===== src/hw/ildx_pkg.sv =====
/*
 Package for the index register load decoder: operand codes, opcode
 fields, condition codes, state counts and bus carriers.
 Assumes a single clock domain; no imports are made by users.
*/
package ildx_pkg;
  // Register operand codes
  localparam logic [2:0] REG_A = 3'h0;
  localparam logic [2:0] REG_B = 3'h1;
  localparam logic [2:0] REG_C = 3'h2;
  localparam logic [2:0] REG_D = 3'h3;
  localparam logic [2:0] REG_E = 3'h4;
  localparam logic [2:0] REG_H = 3'h5;
  localparam logic [2:0] REG_L = 3'h6;
  localparam logic [2:0] REG_M = 3'h7;
  // Opcode group and low field patterns
  localparam logic [1:0] GRP_LOAD = 2'h3;
  localparam logic [1:0] GRP_IMM = 2'h0;
  localparam logic [2:0] SRC_IMM = 3'h6;
  // Field positions inside an opcode byte
  localparam int DEST_LSB = 3;
  localparam int SRC_LSB = 0;
  localparam int GRP_LSB = 6;
  // Condition flag select codes
  localparam logic [1:0] COND_CARRY = 2'h0;
  localparam logic [1:0] COND_ZERO = 2'h1;
  localparam logic [1:0] COND_SIGN = 2'h2;
  localparam logic [1:0] COND_PARITY = 2'h3;
  // Clock periods per state, and state counts per instruction
  localparam logic [3:0] CLK_PER_STATE = 4'h2;
  localparam logic [3:0] ST_MOVE = 4'h5;
  localparam logic [3:0] ST_LOAD_MEM = 4'h8;
  localparam logic [3:0] ST_STORE_MEM = 4'h7;
  localparam logic [3:0] ST_LOAD_IMM = 4'h8;
  localparam logic [3:0] ST_STORE_IMM = 4'h9;
  // States of fetch cycle: states spent before a read or a register store write begins; the immediate store write waits for ST_LOAD_IMM
  localparam logic [3:0] ST_FETCH = 4'h5;
  localparam logic [7:0] RESET_BYTE = 8'h00;
  // Memory request carrier
  typedef struct packed {
    logic rd;
    logic wr;
    logic [13:0] addr;
    logic [7:0] wdata;
  } ildx_mem_req_t;
  // Condition flags carrier
  typedef struct packed {
    logic carry;
    logic zero;
    logic sign;
    logic parity;
  } ildx_flags_t;
endpackage


===== src/hw/ildx_decoder.sv =====
/*
 Decoder and executor for index register load instructions of a
 byte-wide processor: moves, memory loads and stores, immediates.
 Assumes opcode and operand bytes are presented by a fetch unit on the
 same clock, and memory answers reads in the same state they are asked.
*/
`timescale 1ns/1ps
`default_nettype none
module ildx_decoder (
  input wire logic clk,
  input wire logic reset_n,
  input wire logic [7:0] opcode,
  input wire logic opcode_valid,
  input wire logic [7:0] operand_byte,
  input wire logic [7:0] mem_rdata,
  input wire logic [1:0] cond_sel,
  input wire ildx_pkg::ildx_flags_t flags_in,
  output logic busy,
  output logic done,
  output logic halted,
  output logic unsupported,
  output logic cond_true,
  output ildx_pkg::ildx_mem_req_t mem_req,
  output ildx_pkg::ildx_flags_t flags_out,
  output logic [63:0] reg_file
);
  ////////////////////////////////////////////////////////////////////
  // Sequencing states
  typedef enum logic [1:0] {ILDX_IDLE, ILDX_EXEC, ILDX_HALT} ildx_st_t;
  ildx_st_t state_ff, nxt_state;
  logic [7:0] regs_ff [0:7]; // Index 7 unused; M is not a register
  logic [7:0] nxt_regs [0:7];
  logic [7:0] op_ff; // Latched opcode
  logic [7:0] imm_ff; // Latched second byte
  logic [3:0] state_cnt_ff; // States executed so far
  logic phase_ff; // Clock period within a state
  logic done_ff;
  logic [3:0] last_state;
  ildx_pkg::ildx_mem_req_t mem_req_ff, nxt_mem_req;

  ////////////////////////////////////////////////////////////////////
  // Field decode of the latched opcode
  wire [1:0] grp = op_ff[ildx_pkg::GRP_LSB +: 2];
  wire [2:0] dest_field = op_ff[ildx_pkg::DEST_LSB +: 3];
  wire [2:0] src_field = op_ff[ildx_pkg::SRC_LSB +: 3];
  wire is_load = grp == ildx_pkg::GRP_LOAD;
  wire dst_m = dest_field == ildx_pkg::REG_M;
  wire src_m = src_field == ildx_pkg::REG_M;
  // Both fields 111 is the halt alias of both memory forms
  wire halt_op = is_load && dst_m && src_m;
  wire load_reg_from_mem = is_load && src_m && !dst_m;
  wire store_reg_to_mem = is_load && dst_m && !src_m;
  wire move_reg_to_reg = is_load && !dst_m && !src_m;
  wire move_same = move_reg_to_reg && dest_field == src_field;
  wire imm_form = grp == ildx_pkg::GRP_IMM &&
                  src_field == ildx_pkg::SRC_IMM;
  wire load_reg_immediate = imm_form && !dst_m;
  wire store_mem_immediate = imm_form && dst_m;
  wire known = is_load || imm_form;
  // Address from H high and L low, trimmed to the 14-bit bus
  wire [13:0] hl_addr = {regs_ff[ildx_pkg::REG_H][5:0],
                         regs_ff[ildx_pkg::REG_L]};
  // State boundary: end of the second clock period of a state
  wire state_end = state_ff == ILDX_EXEC && phase_ff;
  wire final_state = state_end && state_cnt_ff == last_state - 4'h1;
  // Memory phases start after the fetch cycle
  wire mem_phase = state_cnt_ff >= ildx_pkg::ST_FETCH;
  wire in_write = store_reg_to_mem ||
                  (store_mem_immediate &&
                   state_cnt_ff >= ildx_pkg::ST_LOAD_IMM);

  ////////////////////////////////////////////////////////////////////
  // State count per instruction form
  assign last_state = load_reg_from_mem ? ildx_pkg::ST_LOAD_MEM :
                      store_reg_to_mem ? ildx_pkg::ST_STORE_MEM :
                      load_reg_immediate ? ildx_pkg::ST_LOAD_IMM :
                      store_mem_immediate ? ildx_pkg::ST_STORE_IMM :
                      ildx_pkg::ST_MOVE;

  ////////////////////////////////////////////////////////////////////
  // Condition flag select; flags pass through, loads never alter them
  assign cond_true = cond_sel == ildx_pkg::COND_CARRY ? flags_in.carry :
                     cond_sel == ildx_pkg::COND_ZERO ? flags_in.zero :
                     cond_sel == ildx_pkg::COND_SIGN ? flags_in.sign :
                     flags_in.parity;
  assign flags_out = flags_in;

  ////////////////////////////////////////////////////////////////////
  // Next state
  always_comb begin
    nxt_state = state_ff;
    case (state_ff)
      ILDX_IDLE: begin
        if (opcode_valid) begin
          nxt_state = ILDX_EXEC;
        end
      end
      ILDX_EXEC: begin
        // Halt is taken at the end of the first state
        if (halt_op && state_end) begin
          nxt_state = ILDX_HALT;
        end else if (!known && state_end) begin
          nxt_state = ILDX_IDLE;
        end else if (final_state) begin
          nxt_state = ILDX_IDLE;
        end
      end
      default: begin
        // Halt holds until reset
        nxt_state = ILDX_HALT;
      end
    endcase
  end

  ////////////////////////////////////////////////////////////////////
  // Register file writes, done in the last clock of the last state
  always_comb begin
    for (int i = 0; i < 8; i++) begin
      nxt_regs[i] = regs_ff[i];
    end
    if (final_state && !halt_op) begin
      if (move_reg_to_reg && !move_same) begin
        nxt_regs[dest_field] = regs_ff[src_field];
      end else if (load_reg_from_mem) begin
        nxt_regs[dest_field] = mem_rdata;
      end else if (load_reg_immediate) begin
        nxt_regs[dest_field] = imm_ff;
      end
    end
  end

  ////////////////////////////////////////////////////////////////////
  // Memory request during the read or write cycle
  always_comb begin
    nxt_mem_req = '0;
    if (state_ff == ILDX_EXEC && mem_phase && !halt_op) begin
      nxt_mem_req.addr = hl_addr;
      if (load_reg_from_mem) begin
        nxt_mem_req.rd = 1'b1;
      end else if (in_write) begin
        nxt_mem_req.wr = 1'b1;
        nxt_mem_req.wdata = store_reg_to_mem ? regs_ff[src_field] : imm_ff;
      end
    end
  end

  ////////////////////////////////////////////////////////////////////
  // Sequencer flops
  always_ff @(posedge clk or negedge reset_n) begin
    if (!reset_n) begin
      state_ff <= ILDX_IDLE;
      op_ff <= ildx_pkg::RESET_BYTE;
      imm_ff <= ildx_pkg::RESET_BYTE;
      state_cnt_ff <= 4'h0;
      phase_ff <= 1'b0;
      done_ff <= 1'b0;
    end else begin
      state_ff <= nxt_state;
      done_ff <= final_state && !halt_op;
      if (state_ff == ILDX_IDLE && opcode_valid) begin
        op_ff <= opcode;
        imm_ff <= operand_byte;
        state_cnt_ff <= 4'h0;
        phase_ff <= 1'b0;
      end else if (state_ff == ILDX_EXEC) begin
        phase_ff <= ~phase_ff;
        if (state_end) begin
          state_cnt_ff <= state_cnt_ff + 4'h1;
        end
      end
    end
  end

  ////////////////////////////////////////////////////////////////////
  // Register file and memory request flops
  always_ff @(posedge clk or negedge reset_n) begin
    if (!reset_n) begin
      for (int i = 0; i < 8; i++) begin
        regs_ff[i] <= ildx_pkg::RESET_BYTE;
      end
      mem_req_ff <= '0;
    end else begin
      regs_ff <= nxt_regs;
      mem_req_ff <= nxt_mem_req;
    end
  end

  ////////////////////////////////////////////////////////////////////
  // Outputs
  assign busy = state_ff == ILDX_EXEC;
  assign done = done_ff;
  assign halted = state_ff == ILDX_HALT;
  assign unsupported = state_ff == ILDX_EXEC && !known;
  assign mem_req = mem_req_ff;
  generate
    for (genvar g = 0; g < 8; g++) begin : g_rf
      assign reg_file[g*8 +: 8] = regs_ff[g];
    end
  endgenerate
endmodule
`default_nettype wire


===== config.mk =====
export PLATFORM = sky130hd
export DESIGN_NAME = ildx_decoder
export DESIGN_NICKNAME = d
export VERILOG_FILES = /design/src/hw/ildx_pkg.sv /design/src/hw/ildx_decoder.sv
export SDC_FILE = /design/constraint.sdc
export NUM_CORES = 1
export LEC_CHECK = 0
export ABC_CLOCK_PERIOD_IN_PS = 4500
export BUFFER_PORTS_ARGS = -buffer_cell sky130_fd_sc_hd__buf_4
export CAP_MARGIN = 20
export CORE_MARGIN = 3
export CORE_UTILIZATION = 45
export DETAILED_ROUTE_END_ITERATION = 6
export PLACE_DENSITY_LB_ADDON = 0.1
export REMOVE_ABC_BUFFERS = 1
export SETUP_SLACK_MARGIN = 0.4
export SLEW_MARGIN = 30
export SYNTH_ARGS = -nofsm -noshare
export SYNTH_HDL_FRONTEND = slang
export SYNTH_SLANG_ARGS = --single-unit
export TNS_END_PERCENT = 10

===== constraint.sdc =====
create_clock -name clk -period 4.5 [get_ports clk]
set_input_delay 0.225 -clock clk [delete_from_list [all_inputs] [get_ports clk]]
set_output_delay 0.225 -clock clk [all_outputs]
set_load 0.05 [all_outputs]

==> results.yml <==
status:
  status: "complete, no violations"
worst_setup_path:
  critPathRequiredTime_ns: 4.77
  worst-setup-path-type: "reg -> reg"
  end_kind: "register"
  slowest_stage: "a311oi_4"
  ff2ff_path_depth: 11
  startpoint_type: "register"
  path_cells: "buf_4, nand3_1, nand2_1, nor2_1, inv_2, ha_1, xnor2_1, nor4_1, o21ai_4, a311oi_4, mux2i_1"
  crit_fanout: 14
  cp_slowest_stage_delay_ns: 0.82
  worstPathArrival_ns: 3.89
timing:
  slew_headroom_pct: 33.50
  fmax_ghz: 0.2762
  fin_crit_sh_pct: 80.46
  hold_viol: 0
  setup_violations: 0
  maxSlewViolCount: 0
  final.setup_skew_ns: 0.01170
  rsz0062_at_grt: "false"
  tns_ns: 0
  hold_slack_ns: 0.08134
  worstMarginPinSlew_ns: 0.9870
  fin_crit_ns: 3.621
logic_synthesis:
  syn_area_per_cell_um2: 12.43
  synthCells: 440
  netlist_top_cells_area: "dfrtp_1, mux2i_1, mux4_2, inv_1, a311oi_4"
  synth-main-ff-cell: "dfrtp_1"
  synth.distinct_cells: 51
  ys_seq_area_share_pct: 51.25
  synth_warnings: 0
  synth_top_area_share_pct: 51.25
  synth_async_sr_flop_share_pct: 100.0
  synthesis.area_um2: 5469
  synth-seq-cells: 112
  synth_edf_count: 0
  yosys.area.top_type: "dfrtp_1"
detailed_routing:
  post_drt_wl_per_cell_um: 20.66
  finalWirelength_um: 14710
  drc: 0
  vias_per_cell: 5.348
  drtPass1Iterations: 4
  first_iter_violations: 274
  antenna_left: 0
  dr_total_vias: 3808
floorplanning:
  ioPinCount: 130
  die_height_um: 116.2
  dieArea_um2: 13510
  placeableCoreArea_um2: 11660
  start_util_pct: 46.89
  die_width_um: 116.2
  fp-row-count: 39
clocking:
  h-tree-depth: 3
  cts_tree: "yes"
  clockRootBuffer: "clkbuf_16"
  cts-buffers-inserted: 9
  ctsLongestPathBuffers: 2
  clkTransAtPathRegs_ns: 0.08
  cts_setup_buffers: 0
  cts.sinks: 112
  clock_latency_ns: 0.35
layout:
  final_cell_mix: "buf_4, dfrtp_1, mux2i_1"
  design_area_um2: 6908
  fillers: 959
  area_delta_synth_final_pct: 26.31
  finalNonFillerCells: 712
  drive_gt1_share_pct: 35.50
  diodes: 0
  layout_commonest_cell: "buf_4"
  nets: 601
grt:
  grt_pass1_vias: 4077
  antenna_found_initial: 0
  grt_usage_pct: 22.76
  grt_pass1_wl_um: 22900
  grt_max_degree: 47
  grt.overflow.total: 0
hold_path:
  holdPathStages: 2
  hp-class: "in -> reg"
place:
  place_area_um2: 6583
  hpwl_um: 10520
  placed_cells: 693
  place.gp.congestion: 0.7820
  portBuffers: 129
flow_run:
  drv_cap: 0
pwr:
  p_leak_nw: 3.253
  irDropWorstVdd_uv: 279.4
  pwr_density_cell_nw_per_um2: 571.4
[timing repair]
action	4_1_cts	5_1_grt
gates resized for setup	0	0
endpoints found under the hold margin	31	0
hold buffers	1	0
[Yosys cell counts (6+ instances only)]
cell type	n
mux2_2	6
mux2_1	13
xnor2_1	6
nand3_1	6
nand2b_1	6
clkbuf_1	16
nand2_1	16
buf_2	7
inv_1	59
a311oi_4	7
mux2i_1	67
and2_1	7
mux4_2	17
nor2_1	17
dfrtp_1	112
nor3_1	18
[registers in the layout, summed over array words and instances, names as in the netlist]
name and cells:
reg_file 64, mem_req 24, imm_ff 8, op_ff 8, state_cnt_ff 4, state_ff 2, done 1, phase_ff 1
[critical path: cells and delay by family (launching register included)]
family	cells	cell delay [ns]
buf+inv	2	0.29
simple gates	4	0.95
compound gates	2	1.09
mux	1	0.27
xor+xnor	1	0.18
fa+ha+maj	1	0.28
flops	1	0.46
[routing by layer]
layer,part of all wire (%),routed length (um),global-route usage (%),vias to the layer above
li1,-,-,-,1757
met1,44,6433,30.41,1926
met2,50,7322,37.68,108
met3,5.1,745,4.611,17
met4,1.4,209,6.883,0
met5,0,0,0,-
[final cells by class]
type | count | area, um^2 | share of cell area (%)
Tap cell | 143 | 178.9 | 2.590
Clock inverter | 4 | 58.81 | 0.8513
Clock buffer | 12 | 246.5 | 3.568
Multi-Input combinational cell | 236 | 2300 | 33.29
Inverter | 62 | 232.7 | 3.369
Sequential cell | 112 | 2803 | 40.57
Timing Repair Buffer | 143 | 1089 | 15.76
[final timing paths]
path,endpoint,slack [ns],start
worst max register to register,reg_file[1],0.88,op_ff[0]
worst min register to register,reg_file[62],0.41,reg_file[62]
min in group asynchronous,reg_file[4],0.38,reset_n
max in group asynchronous,phase_ff,3.29,reset_n
worst min-delay path,op_ff[4],0.08,opcode[4]
worst max-delay path,reg_file[1],0.88,op_ff[0]
[through the flow]
step           power [W]  setup WS [ns]  util (%)
2_1_floorplan   0.002559         0.8899         -
3_3_place_gp    0.003088         0.9639     56.16
3_5_place_dp    0.003123         0.8993     56.44
4_1_cts         0.003959         0.8948     59.15
5_1_grt         0.004168         0.6791     59.23
6_report        0.003947         0.8794     59.23
[where the power goes]
| part | total, W | internal, W | switching [W] |
|---|---|---|---|
| clock | 0.000829 | 0.000456 | 0.000373 |
| combinational | 0.00173 | 0.000633 | 0.00110 |
| sequential | 0.00139 | 0.00118 | 0.000212 |
| total | 0.00395 | 0.00226 | 0.00168 |
[cells by family (layout without fill, tap and decap cells)]
kind of cell	count (synthesis)	count (layout)	share of synthesized area [%]
DFF	112	112	51.25
adders and majority gates	4	4	0.9152
buffers and inverters	92	221	6.886
and+or+nand+nor	93	93	9.724
muxes	103	103	23.18
xor gates and xnor gates	9	9	1.579
AOI/OAI and AO/OA	27	27	6.475
No activity file was read; power rests on OpenSTA's default activity.
